$ cat src/common/drgc_map.svh
// register layout, reset values and code constants for the dac reference and gain control
`ifndef DRGC_MAP_SVH
`define DRGC_MAP_SVH
`define DRGC_REF_SUPPLY 2'h0
`define DRGC_REF_BANDGAP 2'h1
`define DRGC_REF_PIN_UNBUF 2'h2
`define DRGC_REF_PIN_BUF 2'h3
`define DRGC_GAIN0_POS 8
`define DRGC_GAIN1_POS 9
`define DRGC_GS_WIDTH 16
`define DRGC_PD_NORMAL 2'h0
`define DRGC_RST_REF 2'h0
`define DRGC_RST_GAIN 1'h0
`define DRGC_RST_CODE 12'h000
`define DRGC_RST_PD 2'h0
`define DRGC_CODE_BITS 12
`define DRGC_LADDER_8BIT 16'h0100
`define DRGC_LADDER_10BIT 16'h0400
`define DRGC_LADDER_12BIT 16'h1000
`endif

$ cat src/common/drgc_pkg.sv
// types for the dac reference and gain control
package drgc_pkg;
  typedef struct packed {
    logic [1:0] ref_source_select;
    logic gain_bit;
    logic [1:0] powerdown_select;
    logic [11:0] code;
  } drgc_chan_cfg_t;

  typedef struct packed {
    logic [3:0] ladder_top_node;
    logic amp_gain2;
    logic amp_enable;
    logic out_hiz;
    logic [11:0] wiper_code;
  } drgc_chan_ctl_t;
endpackage : drgc_pkg

$ cat src/drgc_core.sv
// reference selection, gain and output enable control for one or two dac channels
`timescale 1ns/1ps
`include "drgc_map.svh"

// What this block does
// - two select bits pick one ladder source
// - code 00 selects the supply reference
// - applied source comes from volatile select copy
// - power-on or brown-out loads stored select bits
// - supply selected keeps reference pin disconnected
// - gain bit zero unity, one double
// - supply reference forces unity gain always
// - double gain only with pin or bandgap
// - any power-down turns amplifier off, hiz
// - gain changes only on reset, write, call
// - code is unsigned, scaled by ladder count
// - ladder count follows resolution variant
// - writes take effect at acknowledge falling edge
// - general call reset reloads stored settings
// - channel gains sit at bits eight, nine
module drgc_core import drgc_pkg::*; #(
  parameter int CHANNELS = 2,
  parameter int RES_BITS = 12
) (
  // clock, reset, enable
  input wire logic clock,
  input wire logic sys_rst,
  input wire logic clk_en,
  // stored power-on values per channel
  input drgc_chan_cfg_t [CHANNELS-1:0] nv_cfg,
  // pending write from the serial port, committed at ack fall
  input wire logic wr_valid,
  input wire logic [CHANNELS-1:0] wr_chan,
  input drgc_chan_cfg_t wr_cfg,
  input wire logic ack_fall,
  input wire logic gencall_reset,
  // control toward the analog section
  output drgc_chan_ctl_t [CHANNELS-1:0] chan_ctl,
  output logic [`DRGC_GS_WIDTH-1:0] gain_status,
  output logic [15:0] ladder_count
);

  typedef struct packed {
    drgc_chan_cfg_t [CHANNELS-1:0] vol;
    drgc_chan_ctl_t [CHANNELS-1:0] ctl;
    logic [`DRGC_GS_WIDTH-1:0] gs;
    logic [15:0] lcount;
    logic loaded;
  } drgc_state_t;

  drgc_state_t st_q;
  drgc_state_t st_d;

  // one-hot ladder switch for a select code; supply leaves the pin open
  function automatic logic [3:0] drgc_src_onehot(input logic [1:0] sel);
    logic [3:0] oh;
    oh = 4'h0;
    if (sel == `DRGC_REF_SUPPLY) begin
      oh = 4'h1;
    end else if (sel == `DRGC_REF_BANDGAP) begin
      oh = 4'h2;
    end else if (sel == `DRGC_REF_PIN_UNBUF) begin
      oh = 4'h4;
    end else begin
      oh = 4'h8;
    end
    return oh;
  endfunction : drgc_src_onehot

  // double gain needs a non-supply source; the stored bit alone is not enough
  function automatic logic drgc_gain2(input logic [1:0] sel, input logic gain);
    logic g2;
    g2 = 1'b0;
    if (gain && (sel != `DRGC_REF_SUPPLY)) begin
      g2 = 1'b1;
    end
    return g2;
  endfunction : drgc_gain2

  // next state: reload, commit, then derive control from the volatile copy
  always_comb begin
    st_d = st_q;
    if (!st_q.loaded || gencall_reset) begin
      st_d.vol = nv_cfg;
      st_d.loaded = 1'b1;
    end else if (wr_valid && ack_fall) begin
      for (int i = 0; i < CHANNELS; i++) begin
        if (wr_chan[i]) begin
          st_d.vol[i] = wr_cfg;
        end
      end
    end
    st_d.gs = '0;
    st_d.lcount = 16'(1 << RES_BITS);
    for (int i = 0; i < CHANNELS; i++) begin
      st_d.ctl[i].ladder_top_node = drgc_src_onehot(st_d.vol[i].ref_source_select);
      // supply reference ignores the stored gain bit
      st_d.ctl[i].amp_gain2 = drgc_gain2(st_d.vol[i].ref_source_select, st_d.vol[i].gain_bit);
      st_d.ctl[i].amp_enable = (st_d.vol[i].powerdown_select == `DRGC_PD_NORMAL);
      st_d.ctl[i].out_hiz = (st_d.vol[i].powerdown_select != `DRGC_PD_NORMAL);
      // left-justified unsigned code; low bits unused on narrow variants
      st_d.ctl[i].wiper_code = st_d.vol[i].code;
      st_d.gs[`DRGC_GAIN0_POS + i] = st_d.vol[i].gain_bit;
    end
  end

  // state register; reset means power-on or brown-out
  always_ff @(posedge clock or posedge sys_rst) begin
    if (sys_rst) begin
      st_q <= '0;
    end else if (clk_en) begin
      st_q <= st_d;
    end
  end

  assign chan_ctl = st_q.ctl;
  assign gain_status = st_q.gs;
  assign ladder_count = st_q.lcount;

  // checks
  for (genvar g = 0; g < CHANNELS; g++) begin : g_chk
    chk_supply_unity: assert property (@(posedge clock) disable iff (sys_rst)
      (st_q.ctl[g].ladder_top_node[0] |-> !st_q.ctl[g].amp_gain2))
      else $error("gain two with supply reference");
    chk_onehot_src: assert property (@(posedge clock) disable iff (sys_rst)
      st_q.loaded |-> $onehot(st_q.ctl[g].ladder_top_node))
      else $error("ladder source not one-hot");
    chk_pd_hiz: assert property (@(posedge clock) disable iff (sys_rst)
      st_q.loaded |-> (st_q.ctl[g].out_hiz == (st_q.vol[g].powerdown_select != `DRGC_PD_NORMAL)))
      else $error("power-down output not high impedance");
    chk_gain_stable: assert property (@(posedge clock) disable iff (sys_rst)
      (st_q.loaded && clk_en && !gencall_reset && !(wr_valid && ack_fall && wr_chan[g]))
      |=> $stable(st_q.vol[g].gain_bit))
      else $error("gain bit changed without cause");
    chk_write_commit: assert property (@(posedge clock) disable iff (sys_rst)
      (st_q.loaded && clk_en && !gencall_reset && wr_valid && ack_fall && wr_chan[g])
      |=> st_q.vol[g] == $past(wr_cfg))
      else $error("write not committed at ack fall");
    chk_gencall_reload: assert property (@(posedge clock) disable iff (sys_rst)
      (clk_en && gencall_reset) |=> st_q.vol[g] == $past(nv_cfg[g]))
      else $error("general call did not reload");
    chk_gain_status: assert property (@(posedge clock) disable iff (sys_rst)
      st_q.loaded |-> st_q.gs[`DRGC_GAIN0_POS + g] == st_q.vol[g].gain_bit)
      else $error("gain status bit misplaced");
    chk_gain_two: assert property (@(posedge clock) disable iff (sys_rst)
      st_q.ctl[g].amp_gain2 |-> (st_q.ctl[g].ladder_top_node[0] == 1'b0 && st_q.vol[g].gain_bit))
      else $error("gain two without cause");

    // the reference pin must stay off the ladder while the supply feeds it
    chk_supply_pin_open: assert property (@(posedge clock) disable iff (sys_rst)
      st_q.ctl[g].ladder_top_node[0]
      |-> (st_q.ctl[g].ladder_top_node[3:2] == 2'b00))
      else $error("reference pin connected with supply reference");

    // once loaded, the applied source follows the volatile select copy
    chk_applied_volatile: assert property (@(posedge clock) disable iff (sys_rst)
      st_q.loaded
      |-> (st_q.ctl[g].ladder_top_node == (4'h1 << st_q.vol[g].ref_source_select)))
      else $error("applied source differs from volatile select");

    // code 00 must land on the supply switch
    chk_code_supply: assert property (@(posedge clock) disable iff (sys_rst)
      (st_q.loaded && st_q.vol[g].ref_source_select == `DRGC_REF_SUPPLY)
      |-> (st_q.ctl[g].ladder_top_node == 4'h1))
      else $error("select 00 did not pick the supply");

    // code 01 must land on the bandgap switch
    chk_code_bandgap: assert property (@(posedge clock) disable iff (sys_rst)
      (st_q.loaded && st_q.vol[g].ref_source_select == `DRGC_REF_BANDGAP)
      |-> (st_q.ctl[g].ladder_top_node == 4'h2))
      else $error("select 01 did not pick the bandgap");

    // code 10 must land on the unbuffered pin switch
    chk_code_pin_unbuf: assert property (@(posedge clock) disable iff (sys_rst)
      (st_q.loaded && st_q.vol[g].ref_source_select == `DRGC_REF_PIN_UNBUF)
      |-> (st_q.ctl[g].ladder_top_node == 4'h4))
      else $error("select 10 did not pick the unbuffered pin");

    // code 11 must land on the buffered pin switch
    chk_code_pin_buf: assert property (@(posedge clock) disable iff (sys_rst)
      (st_q.loaded && st_q.vol[g].ref_source_select == `DRGC_REF_PIN_BUF)
      |-> (st_q.ctl[g].ladder_top_node == 4'h8))
      else $error("select 11 did not pick the buffered pin");

    // a cleared gain bit always means unity gain
    chk_gain_one: assert property (@(posedge clock) disable iff (sys_rst)
      (st_q.loaded && !st_q.vol[g].gain_bit)
      |-> !st_q.ctl[g].amp_gain2)
      else $error("gain two with gain bit cleared");

    // a set gain bit with a non-supply source must give double gain
    chk_gain_double: assert property (@(posedge clock) disable iff (sys_rst)
      (st_q.loaded && st_q.vol[g].gain_bit && st_q.vol[g].ref_source_select != `DRGC_REF_SUPPLY)
      |-> st_q.ctl[g].amp_gain2)
      else $error("gain two missing with gain bit set");

    // every power-down code turns the amplifier off
    chk_amp_off: assert property (@(posedge clock) disable iff (sys_rst)
      (st_q.loaded && st_q.vol[g].powerdown_select != `DRGC_PD_NORMAL)
      |-> !st_q.ctl[g].amp_enable)
      else $error("amplifier on in power-down");

    // normal mode drives the output pin
    chk_amp_on: assert property (@(posedge clock) disable iff (sys_rst)
      (st_q.loaded && st_q.vol[g].powerdown_select == `DRGC_PD_NORMAL)
      |-> (st_q.ctl[g].amp_enable && !st_q.ctl[g].out_hiz))
      else $error("amplifier off in normal mode");

    // enable and high impedance never agree once loaded
    chk_hiz_exclusive: assert property (@(posedge clock) disable iff (sys_rst)
      st_q.loaded
      |-> (st_q.ctl[g].amp_enable != st_q.ctl[g].out_hiz))
      else $error("amplifier enable and high impedance agree");

    // the wiper sees the raw unsigned code
    chk_wiper_code: assert property (@(posedge clock) disable iff (sys_rst)
      st_q.loaded
      |-> (st_q.ctl[g].wiper_code == st_q.vol[g].code))
      else $error("wiper code differs from volatile code");

    // a write without its ack pulse leaves the channel alone
    chk_refused_write: assert property (@(posedge clock) disable iff (sys_rst)
      (st_q.loaded && clk_en && !gencall_reset && wr_valid && !ack_fall)
      |=> $stable(st_q.vol[g]))
      else $error("write applied without ack fall");

    // a write aimed at the other channel leaves this one alone
    chk_other_chan: assert property (@(posedge clock) disable iff (sys_rst)
      (st_q.loaded && clk_en && !gencall_reset && !wr_chan[g])
      |=> $stable(st_q.vol[g]))
      else $error("write reached an unselected channel");

    // general call beats a write that lands in the same cycle
    chk_gencall_priority: assert property (@(posedge clock) disable iff (sys_rst)
      (clk_en && gencall_reset && wr_valid && ack_fall)
      |=> (st_q.vol[g] == $past(nv_cfg[g])))
      else $error("write won over general call");

    // a low clock enable freezes the volatile copy
    chk_freeze_vol: assert property (@(posedge clock) disable iff (sys_rst)
      !clk_en
      |=> $stable(st_q.vol[g]))
      else $error("volatile copy moved while frozen");

    // a low clock enable freezes the analog controls too
    chk_freeze_ctl: assert property (@(posedge clock) disable iff (sys_rst)
      !clk_en
      |=> $stable(st_q.ctl[g]))
      else $error("analog controls moved while frozen");

    // controls move only when the volatile copy moves
    chk_ctl_follows: assert property (@(posedge clock) disable iff (sys_rst)
      (st_q.loaded && $past(st_q.loaded) && $stable(st_q.vol[g]))
      |-> $stable(st_q.ctl[g]))
      else $error("controls changed without a volatile change");

    // the gain status bit follows any gain change within the same edge
    chk_status_follow: assert property (@(posedge clock) disable iff (sys_rst)
      (st_q.loaded && $past(st_q.loaded))
      |-> ($changed(st_q.vol[g].gain_bit) == $changed(st_q.gs[`DRGC_GAIN0_POS + g])))
      else $error("gain status lagged the gain bit");
  end

  chk_first_load: assert property (@(posedge clock) disable iff (sys_rst)
    (!st_q.loaded && clk_en) |=> (st_q.loaded && st_q.vol == $past(nv_cfg)))
    else $error("stored values not loaded after reset");

  // low status bits belong to other fields and stay clear here
  chk_status_low: assert property (@(posedge clock) disable iff (sys_rst)
    st_q.loaded
    |-> (st_q.gs[`DRGC_GAIN0_POS-1:0] == '0))
    else $error("status bits below the gain field set");

  // bits above the last channel gain stay clear
  chk_status_high: assert property (@(posedge clock) disable iff (sys_rst)
    st_q.loaded
    |-> ((st_q.gs >> (`DRGC_GAIN0_POS + CHANNELS)) == '0))
    else $error("status bits above the gain field set");

  // ladder count matches one of the three resolution variants
  chk_ladder_count: assert property (@(posedge clock) disable iff (sys_rst)
    st_q.loaded
    |-> ((RES_BITS == 8 && st_q.lcount == `DRGC_LADDER_8BIT) ||
         (RES_BITS == 10 && st_q.lcount == `DRGC_LADDER_10BIT) ||
         (RES_BITS == 12 && st_q.lcount == `DRGC_LADDER_12BIT)))
    else $error("ladder count does not match resolution");

  // once loaded the block never falls back to unloaded without reset
  chk_stay_loaded: assert property (@(posedge clock) disable iff (sys_rst)
    st_q.loaded
    |=> st_q.loaded)
    else $error("loaded flag dropped without reset");

  // a freeze right after reset delays the first load
  chk_frozen_unloaded: assert property (@(posedge clock) disable iff (sys_rst)
    (!st_q.loaded && !clk_en)
    |=> !st_q.loaded)
    else $error("stored values loaded while frozen");

endmodule : drgc_core

$ cat config.mk
export PLATFORM = sky130hd
export DESIGN_NAME = drgc_core
export DESIGN_NICKNAME = d
export VERILOG_FILES = /design/src/common/drgc_pkg.sv /design/src/drgc_core.sv
export VERILOG_INCLUDE_DIRS = /design/src /design/src/common
export SDC_FILE = /design/constraint.sdc
export NUM_CORES = 1
export LEC_CHECK = 0
export BUFFER_PORTS_ARGS = -buffer_cell sky130_fd_sc_hd__clkbuf_2
export CORE_MARGIN = 3
export CORE_UTILIZATION = 42
export CTS_BUF_LIST = sky130_fd_sc_hd__clkbuf_8 sky130_fd_sc_hd__clkbuf_16
export DETAILED_ROUTE_END_ITERATION = 16
export MAX_ROUTING_LAYER = met4
export PLACE_DENSITY = 0.76
export SYNTH_ARGS = -nofsm -noshare
export SYNTH_HDL_FRONTEND = slang
export SYNTH_SLANG_ARGS = --single-unit
export TNS_END_PERCENT = 20
$ cat constraint.sdc
create_clock -name clock -period 1.4 [get_ports clock]
set_input_delay 0.21 -clock clock [delete_from_list [all_inputs] [get_ports clock]]
set_output_delay 0.21 -clock clock [all_outputs]
set_load 0.03 [all_outputs]
---- Word-level counts from Yosys, hierarchy flattened ----
Index checks and enable logic that the tools add are counted.
storage, ports and cells
  output and inout port bits .............. 70
  flip-flop bits (word level) ............. 52
operators by class
  reduce and logical (&&, ||, !) cells .... 19
  equal/unequal tests ..................... 4
  multiplexer cells ....................... 12
operators with widths
  operator              count
  $mux W34              2
  $mux W17              2
  $mux W4               6
  $reduce_bool A2 Y1    7
  $logic_not A2 Y1      4
  $reduce_and A3 Y1     2
  $eq A2 B1 Y1 const B  2
  $eq A2 B2 Y1 const B  2
  $logic_and A1 B1 Y1   3
  $mux W1               2
  $reduce_and A2 Y1     1
  $logic_not A1 Y1      1
  $logic_or A1 B1 Y1    1

---- Depth between registers and ports, before layout ----
  depth after elaboration ................. 7
  gate-level depth with buffers ........... 7
  mapped depth without buffers ............ 4

---- Least setup slack after synthesis ----
OpenSTA, ideal clock, no wires.
  path kind ............................... register to register
  start ................................... reg st_q[0] (netlist bit)
  end ..................................... reg st_q, in the netlist chan_ctl[10]
  stages on the path, launching flop included .. 8
  path slack .............................. 0.064 ns
  arrival ................................. 1.199 ns
  setup time .............................. 0.137 ns
  required time ........................... 1.263 ns
  path through ............................ dfrtp_1 nand2b_1 buf_2 or2_0 clkbuf_1 buf_6 o22ai_1 a21oi_1
on the way
  longest elaborated chain between the ends .. 4
  elaborated cells between the ends (all ways) .. 6
ends and longest elaborated chain
  element                       RTL line          source
  start, declared               drgc_core.sv:51   drgc_state_t st_q;
  start signal, assigned        drgc_core.sv:112  st_q <= st_d;
  $logic_not A1 Y1 *            drgc_core.sv:83   if (!st_q.loaded || gencall_reset) begin
  $logic_or A1 B1 Y1 *          drgc_core.sv:83
  $reduce_bool A2 Y1 (no line)  n/a
  $reduce_and A3 Y1 (no line)   n/a
Mark *: on every way between the ends. The rest lies on a longest branch, timed or not.
A chain may end at the register's enable or synchronous reset.

---- Worst setup path after layout ----
  start ................................... reg st_q[0] (netlist bit)
  end ..................................... reg st_q, in the netlist chan_ctl[19]
Same word-level chain as after synthesis.

==> flow_summary_export.csv <==
group,metric,value,unit
run_status,status,"finished clean",
cts,clk_pin_slew,0.09,ns
cells_and_area,multi_input_area,1110,sq um
timing,fin_hold_ws,0.206,ns
floorplanning,core_area,6420,sq um
global_route,grt_pass1_wl,10.4,mm
timing,worst_clock_skew,0.00256,ns
synth,synthFlopType,"dfrtp_1",
cells_and_area,design_area,3270,sq um
timing,period_share,0.998,
worst_setup_path,crit_required,1.63,ns
floorplanning,start_util,0.436,
power,leakagePower,1.57,nW
job,cap_violations,0,
synth,synthArstFlopShare,1.00,
cts,cts_tree,"done",
detailed_routing,drtIter0Drc,132,
floorplanning,fp.dieArea,7690,sq um
timing,rsz0062_at_grt,"yes",
cts,clock-root-buffer,"clkbuf_8",
cells_and_area,final_util,0.509,
synth,synth.avg_cell_area,9.40,sq um
timing,post-route-min-period,1.40,ns
global_route,grt_pass1_vias,2222,
cells_and_area,seqCellArea,1250,sq um
placement,place_area,3040,sq um
cells_and_area,drive_gt1_frac,0.436,
timing,report.final.slew_viol_count,0,
placement,gp_congestion,0.889,
detailed_routing,wl_per_cell,15.2,um
worst_setup_path,arrival,1.63,ns
timing,hold_violations,0,
worst_setup_path,critPathLaunchType,"flop",
cts,cts-htree-levels,2,
synth,syn-cell-area,2800,sq um
floorplanning,die_y,87.7,um
cts,worstSkewPairLatency,0.30,ns
worst_setup_path,crit_slowest_cell,"dfrtp_1",
synth,synthesis.instances,298,
cts,cts_buffers,5,
detailed_routing,avgViaCountPerCell,5.13,
power,powerDensity,1200,nW/um^2
cells_and_area,fill_cells,609,
timing,setup_violations,0,
placement,hpwl,5.05,mm
cells_and_area,antenna_cells,0,
placement,numPortBuffers,99,
floorplanning,rows,29,
detailed_routing,first_pass_iters,4,
synth,yosysSeqAreaShare,0.446,
detailed_routing,num_vias,2268,
worst_setup_path,cp_max_fo,7,
worst_setup_path,worstSetupEndpointType,"flop",
floorplanning,die_w,87.7,um
cells_and_area,final_cell_mix,"clkbuf_2, dfrtp_1, nor2_1",
global_route,grt_max_degree,51,
synth,synth_edf_count,0,
synth,ys_ff_latch,50,
worst_hold_path,hold_path.class,"input port to flop",
floorplanning,pin_count,129,
cts,clock_path_buffers,2,
global_route,track_usage,0.180,
worst_setup_path,crit_path_max_incr_delay,0.43,ns
synth,yosys_warnings,0,
cells_and_area,final_nets,423,
power,vdd_drop_max,0.443,mV
timing,fmax,716,MHz
synth,ys_types,32,
worst_setup_path,crit_type,"flop to flop",
detailed_routing,drcViolationCount,0,
detailed_routing,antenna_left,0,
worst_setup_path,crit_chain,"and2b_2, buf_8, a21oi_4, buf_6, nor2_1, a21oi_2",
cells_and_area,mostFrequentLayoutCell,"clkbuf_2",
cts,cts.sink_count,50,
detailed_routing,wirelength,6.70,mm
cells_and_area,area_growth,16.7,%
global_route,grt_remaining_overflow,0,
global_route,antenna_found_initial,0,
[per-stage QoR]
| step | setup slack (ns) | TNS, ns | total power [mW] | std cells |
|---|---|---|---|---|
| detailed placement | -0.0547 | -0.130 | 2.93 | 432 |
| global placement | -0.0102 | -0.0198 | 2.91 | 432 |
| global route | -0.0581 | -1.00 | 4.12 | 442 |
| floorplan | 0.0643 | 0 | 2.83 | 326 |
| CTS | -0.0179 | -0.0456 | 3.91 | 441 |
| finish | 0.00302 | 0 | 3.91 | 442 |
[flip-flops by register name, indices dropped and copies added, names as in the netlist]
register	cells
chan_ctl	38
gain_status	1
ladder_count	1
st_q	10
[cells by family after synthesis]
kind of cell    share of synthesized area
simple gates                        0.109
buf+inv                             0.225
flops                               0.446
other cells                       0.00134
compound gates                      0.195
mux                                0.0232
[metal layers]
metal | GRT usage | share of wire | vias to the layer above
met5 | - | 0 | -
met4 | 0.0711 | 0.023 | 0
met3 | 0.0405 | 0.060 | 13
met2 | 0.286 | 0.50 | 97
met1 | 0.224 | 0.42 | 1081
li1 | - | - | 1077
[cell type report]
cell class                      instances  area share
Inverter                                4     0.00574
Clock buffer                            8      0.0337
Tap cell                               77      0.0295
Multi-Input combinational cell        185       0.340
Sequential cell                        50       0.383
Timing Repair Buffer                  118       0.208
[timing repair]
action                     4_1_cts  5_1_grt
hold buffers                     1        0
hold endpoints to repair        50        0
setup endpoints to repair       14       42
pin swaps                        0        1
setup buffers                    0        1
gates resized for setup          3       24
[synth_stat cells (3+ instances only)]
cell	n	area (sq um)
buf_4	71	533
dfrtp_1	50	1250
nor2_1	36	135
a21oi_1	30	150
o22ai_1	30	188
clkbuf_1	8	30.0
o21ai_0	8	40.0
buf_2	6	30.0
a31o_2	4	35.0
and4_1	4	35.0
inv_1	4	15.0
mux2_2	4	45.0
nand2_1	4	15.0
nor2b_1	4	25.0
or2_2	4	25.0
a211oi_1	3	22.5
[final timing paths]
path | slack [ns] | startpoint | cells after the start | endpoint
setup / recovery | 0.003 | st_q[0]$_DFFE_PP0P_ | 6 | chan_ctl[19]$_DFFE_PP0P_
min in group asynchronous | 0.50 | sys_rst | 4 | chan_ctl[21]$_DFFE_PP0P_
hold reg to reg | 0.47 | ladder_count[12]$_DFFE_PP0P_ | 1 | ladder_count[12]$_DFFE_PP0P_
setup reg to reg | 0.003 | st_q[0]$_DFFE_PP0P_ | 6 | chan_ctl[19]$_DFFE_PP0P_
hold / removal | 0.21 | wr_cfg[1] | 3 | chan_ctl[20]$_DFFE_PP0P_
max in group asynchronous | 0.68 | sys_rst | 4 | st_q[103]$_DFFE_PP0P_
[critical path, delay by kind of cell, from the launching register on]
family                 cells  cell delay (ns)
AOI/OAI and AO/OA          2             0.26
buffers and inverters      2             0.31
DFF                        1             0.43
and+or+nand+nor            2             0.32
[report_power, final]
part	leakage (nW)	internal [mW]	switching (mW)
combinational	0.941	0.400	0.795
clock	0.0575	0.499	0.464
sequential	0.569	1.64	0.121
total	1.57	2.54	1.38
Note: power is estimated with default switching activity, not from simulation.
